$ cat src/design/tmz_consts.vh
/*
 * Constants for the prescaled timer block: register offsets, field
 * positions, reset values and widths.
 * Assumes it is included by bare name from the design files only.
 */
// Operation
// (RL1) sixteen-bit count held as separately read and written high and low bytes
// (RL2) eight-bit prescaler ahead of the count gives 24-bit overflow range
// (RL3) source select one counts instruction clocks, zero counts the count pin
// (RL4) count pin edge select one counts rising edges, zero falling edges
// (RL5) qualifying pin edges raise pin flag; internal source ignores edge select
// (RL6) prescale codes 0000..0111 divide 1..128, top bit set divides 256
// (RL7) interrupt pin edge select one means rising, zero means falling
// (RL8) control bit zero is unimplemented and always reads zero
// (RL9) count advances per prescaler pulse, carries, wrap sets overflow flag
`ifndef TMZ_CONSTS_VH
`define TMZ_CONSTS_VH

// register offsets on the plain register port
`define TMZ_ADDR_W 8
`define TMZ_ADDR_CTRL 8'h05
`define TMZ_ADDR_CNT_LO 8'h0b
`define TMZ_ADDR_CNT_HI 8'h0c
`define TMZ_ADDR_STAT 8'h10
`define TMZ_ADDR_MASK 8'h11

// control register fields
`define TMZ_CTRL_INT_EDGE 7
`define TMZ_CTRL_CNT_EDGE 6
`define TMZ_CTRL_SRC 5
`define TMZ_CTRL_PS_HI 4
`define TMZ_CTRL_PS_LO 1
`define TMZ_CTRL_RST 8'h00
`define TMZ_CTRL_WMASK 8'hfe

// status and mask register fields
`define TMZ_ST_OVF 0
`define TMZ_ST_CNT_PIN 1
`define TMZ_ST_INT_PIN 2
`define TMZ_ST_WMASK 8'h07
`define TMZ_ST_RST 8'h00

// widths and count reset
`define TMZ_DATA_W 8
`define TMZ_CNT_W 16
`define TMZ_PRE_W 8
`define TMZ_CNT_RST 16'h0000
`define TMZ_CNT_ALL1 16'hffff
`define TMZ_PRE_RST 8'h00

`endif

$ cat src/design/tmz_pin_sync.v
/*
 * Pin synchroniser with edge detection for the prescaled timer.
 * Assumes the pin is asynchronous to clk_i; two flip-flops settle it
 * before the edge detector looks at it.
 */
`timescale 1ns/100ps
`default_nettype none

module tmz_pin_sync (
    // clock and reset
    input wire clk_i,
    input wire rst_i,
    // raw pin
    input wire pin_i,
    // synchronised level and one-cycle edge pulses
    output wire level_o,
    output wire rise_o,
    output wire fall_o
);

    reg meta_r;
    reg sync_r;
    reg prev_r;

    // first stage feeds only the second stage
    always @(posedge clk_i or posedge rst_i) begin
        if (rst_i) begin
            meta_r <= 1'b0;
            sync_r <= 1'b0;
            prev_r <= 1'b0;
        end else begin
            meta_r <= pin_i;
            sync_r <= meta_r;
            prev_r <= sync_r;
        end
    end

    // edges compare settled stages only
    assign level_o = sync_r;
    assign rise_o = sync_r & ~prev_r;
    assign fall_o = ~sync_r & prev_r;

endmodule // tmz_pin_sync

`default_nettype wire

$ cat src/design/tmz_timer0.v
/*
 * Prescaled sixteen-bit timer/counter with control, count, status and
 * mask registers on a plain register port, and one level interrupt.
 * Assumes a single 100 MHz clock standing in for the instruction clock,
 * asynchronous pins on the count and interrupt inputs, and a register
 * master that never issues read and write strobes together.
 */
`timescale 1ns/100ps
`default_nettype none
`include "tmz_consts.vh"

module tmz_timer0 (
    // clock and reset
    input wire clk_i,
    input wire rst_i,
    // register port
    input wire [`TMZ_ADDR_W-1:0] addr_i,
    input wire [`TMZ_DATA_W-1:0] wdata_i,
    input wire wr_i,
    input wire rd_i,
    output wire [`TMZ_DATA_W-1:0] rdata_o,
    // external pins
    input wire count_input_pin_i,
    input wire external_interrupt_pin_i,
    // interrupt and status
    output wire irq_o,
    output wire overflow_o
);

    // decode of the prescale field into a low-bits mask
    function [`TMZ_PRE_W-1:0] ps_mask;
        input [3:0] code;
        begin
            if (code[3]) begin
                ps_mask = 8'hff;
            end else begin
                case (code[2:0])
                    3'd0: ps_mask = 8'h00;
                    3'd1: ps_mask = 8'h01;
                    3'd2: ps_mask = 8'h03;
                    3'd3: ps_mask = 8'h07;
                    3'd4: ps_mask = 8'h0f;
                    3'd5: ps_mask = 8'h1f;
                    3'd6: ps_mask = 8'h3f;
                    default: ps_mask = 8'h7f;
                endcase
            end
        end
    endfunction

    // address match used by both the write and read paths
    function hit;
        input [`TMZ_ADDR_W-1:0] a;
        input [`TMZ_ADDR_W-1:0] b;
        begin
            hit = (a == b);
        end
    endfunction

    // registers
    reg [`TMZ_DATA_W-1:0] ctrl_r;
    reg [`TMZ_DATA_W-1:0] ctrl_nxt;
    reg [`TMZ_CNT_W-1:0] main_count_r;
    reg [`TMZ_CNT_W-1:0] main_count_nxt;
    reg [`TMZ_PRE_W-1:0] pre_r;
    reg [`TMZ_PRE_W-1:0] pre_nxt;
    reg [`TMZ_DATA_W-1:0] stat_r;
    reg [`TMZ_DATA_W-1:0] stat_nxt;
    reg [`TMZ_DATA_W-1:0] mask_r;
    reg [`TMZ_DATA_W-1:0] mask_nxt;
    reg [`TMZ_DATA_W-1:0] rdata_r;
    reg [`TMZ_DATA_W-1:0] rdata_nxt;
    reg ovf_r;
    reg ovf_nxt;

    // decoded writes
    wire wr_ctrl;
    wire wr_lo;
    wire wr_hi;
    wire wr_stat;
    wire wr_mask;

    // pin events
    wire cnt_pin_lvl;
    wire cnt_pin_rise;
    wire cnt_pin_fall;
    wire int_pin_lvl;
    wire int_pin_rise;
    wire int_pin_fall;

    // control fields
    wire src_internal;
    wire cnt_edge_rising;
    wire int_edge_rising;
    wire [3:0] ps_code;
    wire [`TMZ_PRE_W-1:0] pre_mask;

    // chain events
    wire cnt_pin_evt;
    wire int_pin_evt;
    wire src_tick;
    wire pre_out;
    wire cnt_wrap;
    wire [`TMZ_DATA_W-1:0] set_bits;

    // count pin synchroniser
    tmz_pin_sync u_cnt_sync (
        .clk_i(clk_i),
        .rst_i(rst_i),
        .pin_i(count_input_pin_i),
        .level_o(cnt_pin_lvl),
        .rise_o(cnt_pin_rise),
        .fall_o(cnt_pin_fall)
    );

    // interrupt pin synchroniser
    tmz_pin_sync u_int_sync (
        .clk_i(clk_i),
        .rst_i(rst_i),
        .pin_i(external_interrupt_pin_i),
        .level_o(int_pin_lvl),
        .rise_o(int_pin_rise),
        .fall_o(int_pin_fall)
    );

    // write decode, one register per strobe
    assign wr_ctrl = wr_i & hit(addr_i, `TMZ_ADDR_CTRL);
    assign wr_lo = wr_i & hit(addr_i, `TMZ_ADDR_CNT_LO);
    assign wr_hi = wr_i & hit(addr_i, `TMZ_ADDR_CNT_HI);
    assign wr_stat = wr_i & hit(addr_i, `TMZ_ADDR_STAT);
    assign wr_mask = wr_i & hit(addr_i, `TMZ_ADDR_MASK);

    // control field extraction
    assign src_internal = ctrl_r[`TMZ_CTRL_SRC];
    assign cnt_edge_rising = ctrl_r[`TMZ_CTRL_CNT_EDGE];
    assign int_edge_rising = ctrl_r[`TMZ_CTRL_INT_EDGE];
    assign ps_code = ctrl_r[`TMZ_CTRL_PS_HI:`TMZ_CTRL_PS_LO];

    // (RL4) count pin edge
    assign cnt_pin_evt = cnt_edge_rising ? cnt_pin_rise : cnt_pin_fall;

    // (RL7) interrupt pin edge
    assign int_pin_evt = int_edge_rising ? int_pin_rise : int_pin_fall;

    // (RL3) count source choice
    // (RL5) internal ignores edge
    assign src_tick = src_internal ? 1'b1 : cnt_pin_evt;

    // (RL6) prescale ratio decode
    assign pre_mask = ps_mask(ps_code);

    // (RL2) prescaler output pulse
    // the pulse fires when the selected low bits are all ones
    assign pre_out = src_tick & ((pre_r & pre_mask) == pre_mask);

    // (RL9) wrap from all ones
    assign cnt_wrap = pre_out & (main_count_r == `TMZ_CNT_ALL1);

    // events collected into the status layout
    assign set_bits = {5'b0_0000, int_pin_evt, cnt_pin_evt, cnt_wrap};

    // control register, bit zero never stored
    always @* begin
        ctrl_nxt = ctrl_r;
        if (wr_ctrl) begin
            // (RL8) bit zero forced low
            ctrl_nxt = wdata_i & `TMZ_CTRL_WMASK;
        end
    end

    // prescaler runs free on source ticks
    // a count write or control write clears it so the next period is whole
    always @* begin
        pre_nxt = pre_r;
        if (wr_lo | wr_hi | wr_ctrl) begin
            pre_nxt = `TMZ_PRE_RST;
        end else if (src_tick) begin
            // (RL2) prescaler advances
            pre_nxt = pre_r + 8'h01;
        end
    end

    // main count; a software byte write wins over a tick for the byte written, the other byte still takes the tick
    always @* begin
        main_count_nxt = main_count_r;
        if (pre_out) begin
            // (RL9) carry into high byte
            main_count_nxt = main_count_r + 16'h0001;
        end
        // (RL1) separate byte writes
        if (wr_lo) begin
            main_count_nxt[7:0] = wdata_i;
        end
        if (wr_hi) begin
            main_count_nxt[15:8] = wdata_i;
        end
    end

    // sticky status: write one clears, a new event in the same cycle wins
    always @* begin
        stat_nxt = stat_r;
        if (wr_stat) begin
            stat_nxt = stat_r & ~(wdata_i & `TMZ_ST_WMASK);
        end
        // (RL5) pin flag set
        // (RL9) overflow flag set
        stat_nxt = stat_nxt | set_bits;
    end

    // mask register, only implemented bits kept
    always @* begin
        mask_nxt = mask_r;
        if (wr_mask) begin
            mask_nxt = wdata_i & `TMZ_ST_WMASK;
        end
    end

    // one-cycle overflow marker for neighbouring logic
    always @* begin
        ovf_nxt = cnt_wrap;
    end

    // read mux, answered one cycle after the strobe and only then
    always @* begin
        rdata_nxt = 8'h00;
        if (rd_i) begin
            if (hit(addr_i, `TMZ_ADDR_CTRL)) begin
                // (RL8) reads zero in bit zero
                rdata_nxt = ctrl_r & `TMZ_CTRL_WMASK;
            end else if (hit(addr_i, `TMZ_ADDR_CNT_LO)) begin
                // (RL1) low byte read
                rdata_nxt = main_count_r[7:0];
            end else if (hit(addr_i, `TMZ_ADDR_CNT_HI)) begin
                // (RL1) high byte read
                rdata_nxt = main_count_r[15:8];
            end else if (hit(addr_i, `TMZ_ADDR_STAT)) begin
                rdata_nxt = stat_r;
            end else if (hit(addr_i, `TMZ_ADDR_MASK)) begin
                rdata_nxt = mask_r;
            end else begin
                rdata_nxt = 8'h00;
            end
        end
    end

    // state registers
    always @(posedge clk_i or posedge rst_i) begin
        if (rst_i) begin
            ctrl_r <= `TMZ_CTRL_RST;
            main_count_r <= `TMZ_CNT_RST;
            pre_r <= `TMZ_PRE_RST;
            stat_r <= `TMZ_ST_RST;
            mask_r <= `TMZ_ST_RST;
            rdata_r <= 8'h00;
            ovf_r <= 1'b0;
        end else begin
            ctrl_r <= ctrl_nxt;
            main_count_r <= main_count_nxt;
            pre_r <= pre_nxt;
            stat_r <= stat_nxt;
            mask_r <= mask_nxt;
            rdata_r <= rdata_nxt;
            ovf_r <= ovf_nxt;
        end
    end

    // outputs; irq is a level from registers, held until cleared or masked
    assign rdata_o = rdata_r;
    assign irq_o = |(stat_r & mask_r);
    assign overflow_o = ovf_r;

    // synchronised levels are not needed beyond edge detection
    wire unused_lvl;
    assign unused_lvl = cnt_pin_lvl ^ int_pin_lvl;

endmodule // tmz_timer0

`default_nettype wire

$ cat config.mk
export PLATFORM = sky130hd
export DESIGN_NAME = tmz_timer0
export DESIGN_NICKNAME = d
export VERILOG_FILES = /design/src/design/tmz_pin_sync.v /design/src/design/tmz_timer0.v
export VERILOG_INCLUDE_DIRS = /design/src /design/src/design
export SDC_FILE = /design/constraint.sdc
export NUM_CORES = 1
export LEC_CHECK = 0
export BUFFER_PORTS_ARGS = -buffer_cell sky130_fd_sc_hd__buf_2
export CAP_MARGIN = 20
export CORE_MARGIN = 4
export CORE_UTILIZATION = 40
export CTS_CLUSTER_SIZE = 30
export DETAILED_ROUTE_END_ITERATION = 10
export GPL_TIMING_DRIVEN = 1
export PLACE_DENSITY = 0.67
export SETUP_SLACK_MARGIN = 0.4
export SLEW_MARGIN = 20
export SYNTH_ARGS = -nofsm -noshare
export SYNTH_HDL_FRONTEND = slang
export SYNTH_SLANG_ARGS = --single-unit
$ cat constraint.sdc
create_clock -name clk_i -period 2.55 [get_ports clk_i]
set_input_delay 0.3825 -clock clk_i [delete_from_list [all_inputs] [get_ports clk_i]]
set_output_delay 0.3825 -clock clk_i [all_outputs]
set_load 0.02 [all_outputs]
==> results of run 1 <==
worst paths after layout:
kind                                           from                  to  cells past startpoint  slack, ps
hold / removal             external_interrupt_pin_i   u_int_sync.meta_r                      1        170
max in group asynchronous                     rst_i            pre_r[0]                      3       1810
setup / recovery                           pre_r[0]     main_count_r[1]                      6        580
hold reg to reg                   u_cnt_sync.meta_r  u_cnt_sync.level_o                      0        360
min in group asynchronous                     rst_i   u_cnt_sync.meta_r                      3        250
setup reg to reg                           pre_r[0]     main_count_r[1]                      6        580
Yosys cell counts (all sizes together):
library cell	count	share of area
o21a	1	0.0028
or2	1	0.0023
mux2i	5	0.019
dfrtp	52	0.49
or3	2	0.0047
a221oi	1	0.0033
nor3	4	0.0075
o211ai	1	0.0047
nor4b	4	0.013
nor4	9	0.041
ha	2	0.0093
and2b	1	0.0028
a21boi	7	0.020
nand3b	1	0.0028
nand4	10	0.026
o22a	1	0.0037
nor2	22	0.031
a222oi	1	0.0037
inv	5	0.0070
buf	3	0.010
a221o	1	0.0037
clkbuf	6	0.0089
and3b	1	0.0033
a22oi	7	0.020
nor3b	3	0.0084
nand3	10	0.023
mux2	10	0.042
nand2	28	0.039
nand2b	1	0.0023
and2	2	0.0047
and4	1	0.0033
and4b	1	0.0037
a21oi	12	0.022
a21o	2	0.0056
o221ai	1	0.0033
and3	3	0.0070
xnor2	15	0.049
nor2b	5	0.012
o21ai	10	0.019
xor2	6	0.020
worst max-delay path, cell delays in order (launching register included):
cell and delay [ps]:
dfrtp_2 440, nand4_1 180, o21a_1 220, o22a_2 360, or2_2 390, mux2i_1 170, o21ai_0 90
sequential cells by signal (all words and copies together), names as in the netlist:
register / cells
ctrl_r: 7
main_count_r: 16
mask_r: 3
overflow_o: 1
pre_r: 8
rdata_o: 8
stat_r: 3
u_cnt_sync.level_o: 1
u_cnt_sync.meta_r: 1
u_cnt_sync.prev_r: 1
u_int_sync.level_o: 1
u_int_sync.meta_r: 1
u_int_sync.prev_r: 1
stage by stage:
stage / area [µm²] / hold WS [ps] / setup WS [ps] / power (µW) / instances
finish: 3030 / 168 / 579 / 2410 / 370
global route: 3030 / 152 / 434 / 2590 / 370
CTS: 3010 / 164 / 488 / 2410 / 370
detailed placement: 2910 / 335 / 423 / 1920 / 362
global placement: 2910 / 338 / 490 / 1900 / 362
floorplan: 2680 / 331 / 736 / 1740 / 258
area by class of cell:
class	instances	area [µm²]	area share
Multi-Input combinational cell	192	1330	0.439
Tap cell	77	96.3	0.0318
Inverter	5	18.8	0.00619
Clock inverter	3	23.8	0.00784
Sequential cell	52	1300	0.429
Timing Repair Buffer	36	193	0.0635
Clock buffer	5	68.8	0.0227
per-layer routing:
layer,GRT usage,vias up
met1,0.236,995
met5,0,-
met2,0.256,56
li1,-,986
met3,0.0384,7
met4,0.0358,0
logic make-up (layout without fill, tap and decap cells):
group	Yosys count	after routing	synth area share
simple gates	109	109	0.237
flops	52	52	0.486
compound gates	45	45	0.111
xor+xnor	21	21	0.0687
mux	15	15	0.0608
buf+inv	14	49	0.0262
fa+ha+maj	2	2	0.00935
power by group through the flow:
stage | Combinational, µW | Sequential, µW | Clock [µW]
2_1_floorplan | 527 | 1210 | 0
6_report | 623 | 1310 | 482
5_1_grt | 714 | 1340 | 536
3_5_place_dp | 607 | 1320 | 0
3_3_place_gp | 585 | 1310 | 0
4_1_cts | 615 | 1300 | 496
==> results.sh, run 1 <==
export IMPL_port_buffers=31
export IMPL_avgSynthCellArea_um2=10.4
export IMPL_grt_pass1_wl_um=10800
export IMPL_critical_path_arrival_ps=2150
export IMPL_slew_headroom=0.543
export IMPL_io_pins=32
export IMPL_wl_um=6290
export IMPL_place_hpwl_um=4480
export IMPL_status="completed"
export IMPL_diodes=0
export IMPL_antenna_found_initial=0
export IMPL_yosysWarnings=0
export IMPL_final_util=0.472
export IMPL_drc=0
export IMPL_drive_above_1_share=0.242
export IMPL_cts_sinks=52
export IMPL_p_sw_uw=903
export IMPL_worstSetupPathType="reg -> reg"
export IMPL_drtIter0Drc=142
export IMPL_place_gp_congestion=0.841
export IMPL_dr_wl_met2_um=2900
export IMPL_total_leakage_power_uw=0.00125
export IMPL_wl_per_cell_um=17.0
export IMPL_hold_viol=0
export IMPL_cts_setup_buffers=0
export IMPL_rows=29
export IMPL_top_layer_used="met4"
export IMPL_ys_seq_elements=52
export IMPL_area_growth_pct=13.4
export IMPL_p_comb_frac=0.258
export IMPL_tritoncts="built"
export IMPL_period_share=0.773
export IMPL_vias=2044
export IMPL_cts_buffer_depth=2
export IMPL_maxCapViolations=0
export IMPL_fillers=608
export IMPL_die_area_mm2=0.00806
export IMPL_required_ps=2730
export IMPL_grt_overflow=0
export IMPL_nets=316
export IMPL_p_sw_frac=0.375
export IMPL_core_area_mm2=0.00642
export IMPL_synth_cells=258
export IMPL_ctsHtreeMaxLevel=2
export IMPL_rsz0062_at_grt="false"
export IMPL_p_int_uw=1510
export IMPL_grt_max_degree=53
export IMPL_initial_utilization=0.417
export IMPL_grt_pass1_vias=2056
export IMPL_fp_dieW_um=89.8
export IMPL_grt_total_usage=0.165
export IMPL_drtAntennaViolNets=0
export IMPL_pwr_density_cell_mw_per_mm2=794
export IMPL_finalCriticalPeriod_ps=1970
export IMPL_ctsHoldBuffers=0
export IMPL_vdd_drop_max_mv=0.431
export IMPL_route_met3_wl_um=401
export IMPL_yosysSeqAreaShare=0.486
export IMPL_slew_viol_final=0
export IMPL_yosysUniqueCellTypes=47
export IMPL_syn_cell_area_mm2=0.00268
export IMPL_cts_made_buffers=5
export IMPL_clk_latency_ps=310
export IMPL_dr_pass1_iters=4
export IMPL_die_h_um=89.8
export IMPL_tightest_slew_ps=686
export IMPL_setup_viol=0
export IMPL_layout_common_cells="dfrtp_1 (51), buf_2 (31), nand2_1 (28)"
export IMPL_clock_skew_final_ps=11.0
export IMPL_hp_class="in -> reg"
export IMPL_cp_max_fo=15
export IMPL_clock_root_buffer="clkbuf_8"
export IMPL_wl_met1_um=2950
export IMPL_end_kind="flip-flop"
export IMPL_fmax_mhz=507
export IMPL_clk_pin_slew_ps=110
export IMPL_seqPwrFrac=0.542
export IMPL_via_per_inst=5.52
export IMPL_layout_commonest_cell="dfrtp_1"
export IMPL_cts_resized=0
export IMPL_fin_setup_tns_ps=0
export IMPL_crit_path_start_kind="flip-flop"
export IMPL_synth_nets=282
export IMPL_clkPwrFrac=0.200
No activity file was read; power rests on OpenSTA's default activity.
==> inputs of run 2 (changes only) <==
--- a/config.mk
+++ b/config.mk
@@ -13,7 +13,7 @@
 export CTS_CLUSTER_SIZE = 30
 export DETAILED_ROUTE_END_ITERATION = 10
 export GPL_TIMING_DRIVEN = 1
-export PLACE_DENSITY = 0.67
+export PLACE_DENSITY = 0.7
 export SETUP_SLACK_MARGIN = 0.4
 export SLEW_MARGIN = 20
 export SYNTH_ARGS = -nofsm -noshare
==> constraint.sdc (replaced) <==
create_clock -name clk_i -period 1.8 [get_ports clk_i]
set_input_delay 0.27 -clock clk_i [delete_from_list [all_inputs] [get_ports clk_i]]
set_output_delay 0.27 -clock clk_i [all_outputs]
set_load 0.02 [all_outputs]
==> results.sh, run 2 (synthesized netlist as in run 1, its figures left out) <==
export IMPL_final_util=0.575
export IMPL_rows=29
export IMPL_crit_path_start_kind="flip-flop"
export IMPL_drtIter0Drc=135
export IMPL_cp_max_fo=5
export IMPL_ctsHoldBuffers=0
export IMPL_grt_pass1_wl_um=11700
export IMPL_via_per_inst=5.63
export IMPL_tritoncts="built"
export IMPL_place_gp_congestion=0.861
export IMPL_port_buffers=31
export IMPL_area_growth_pct=38.1
export IMPL_die_h_um=89.8
export IMPL_slowest_delay_ps=410
export IMPL_cts_made_buffers=5
export IMPL_clock_skew_final_ps=5.04
export IMPL_fin_setup_tns_ps=-424
export IMPL_preCtsSetupSlack_ps=-78.2
export IMPL_slew_headroom=0.716
export IMPL_regArea_mm2=0.00130
export IMPL_clk_pin_slew_ps=90
export IMPL_antenna_found_initial=0
export IMPL_path_cells="nand2b_4 > o211ai_4 > nand4_2 > nor4_2 > xnor2_1 > o21ai_0"
export IMPL_vias=2343
export IMPL_top_register="main_count_r"
export IMPL_pwr_density_cell_mw_per_mm2=1090
export IMPL_violations="negative hold slack, negative setup slack"
export IMPL_diodes=0
export IMPL_setup_viol=11
export IMPL_cts_sinks=52
export IMPL_layout_commonest_cell="dfrtp_1"
export IMPL_io_pins=32
export IMPL_cp_slowest_cell="dfrtp_1"
export IMPL_required_ps=1990
export IMPL_status="complete, but fails checks"
export IMPL_clock_root_buffer="clkbuf_8"
export IMPL_total_leakage_power_uw=0.00155
export IMPL_fillers=540
export IMPL_end_kind="flip-flop"
export IMPL_maxCapViolations=0
export IMPL_layout_common_cells="dfrtp_1 (52), buf_4 (39), buf_2 (30)"
export IMPL_largest_register_ffs=16
export IMPL_period_share=1.04
export IMPL_worst_slack_ps=-74.1
export IMPL_fmax_mhz=534
export IMPL_vdd_drop_max_mv=0.638
export IMPL_grt_max_degree=53
export IMPL_drc=0
export IMPL_tightest_slew_ps=424
export IMPL_nets=362
export IMPL_holdWs_ps=-1.27
export IMPL_grt_overflow=0
export IMPL_hp_class="in -> async"
export IMPL_wl_um=7490
export IMPL_cts_buffer_depth=2
export IMPL_worstSetupPathType="reg -> reg"
export IMPL_ctsHtreeMaxLevel=2
export IMPL_grt_pass1_vias=2394
export IMPL_clk_latency_ps=310
export IMPL_dr_pass1_iters=5
export IMPL_multi_input_area_mm2=0.00159
export IMPL_place_hpwl_um=5130
export IMPL_wl_per_cell_um=18.0
export IMPL_finalCriticalPeriod_ps=1870
export IMPL_slew_viol_final=0
export IMPL_drtAntennaViolNets=0
export IMPL_rsz0062_at_grt="true"
export IMPL_grt_total_usage=0.184
export IMPL_fp_dieW_um=89.8
export IMPL_drive_above_1_share=0.404
export IMPL_core_area_mm2=0.00642
export IMPL_hold_viol=2
export IMPL_die_area_mm2=0.00806
export IMPL_critical_path_arrival_ps=2070
export IMPL_initial_utilization=0.417
[run 2: worst paths after layout]
kind	from	to	slack, ps	cells past startpoint
worst max register to register	u_cnt_sync.level_o	main_count_r[5]	-70	6
worst min-delay path	rst_i	stat_r[1]	-1	3
max in group asynchronous	rst_i	main_count_r[13]	1550	3
worst max-delay path	u_cnt_sync.level_o	main_count_r[5]	-70	6
worst min register to register	u_int_sync.meta_r	u_int_sync.level_o	360	0
min in group clk_i	external_interrupt_pin_i	u_int_sync.meta_r	60	1
[run 2: where the power goes]
group | internal, µW | total (µW) | switching (µW)
Clock | 308 | 690 | 382
Sequential | 1450 | 1750 | 299
Combinational | 739 | 1570 | 833
Total | 2500 | 4010 | 1510
[run 2: layer usage]
| metal | routed length, µm | up-vias | track usage |
|---|---|---|---|
| met2 | 3760 | 84 | 0.313 |
| met1 | 3000 | 1138 | 0.229 |
| met4 | 286 | 0 | 0.0792 |
| li1 | - | 1095 | - |
| met3 | 434 | 26 | 0.0326 |
| met5 | 0 | - | 0 |
[run 2: layout make-up]
class | instances | share of cell area
timing repair buffer | 80 | 0.161
multi-input combinational | 194 | 0.430
clock inverter | 2 | 0.00271
clock buffer | 6 | 0.0224
tap | 77 | 0.0261
sequential | 52 | 0.352
inverter | 5 | 0.00610
[run 2: stage by stage]
stage               power (µW)  cells  area [µm²]
floorplan                 2520    258        2780
CTS                       3840    410        3490
detailed placement        3060    390        3260
global route              4250    416        3690
global placement          2990    390        3260
finish                    4010    416        3690
[run 2: timing repair]
item,4_1_cts,5_1_grt
resized for setup,12,33
gates cloned,1,1
setup buffers,11,5
endpoints found under the setup margin,32,40
pin swaps,9,18
[run 2: critical path: cells and delay by family, from the launching register on]
kind                      cells  cell delay, ps
xor gates and xnor gates      1             150
DFF                           1             410
AOI/OAI and AO/OA             2             360
and+or+nand+nor               3             840
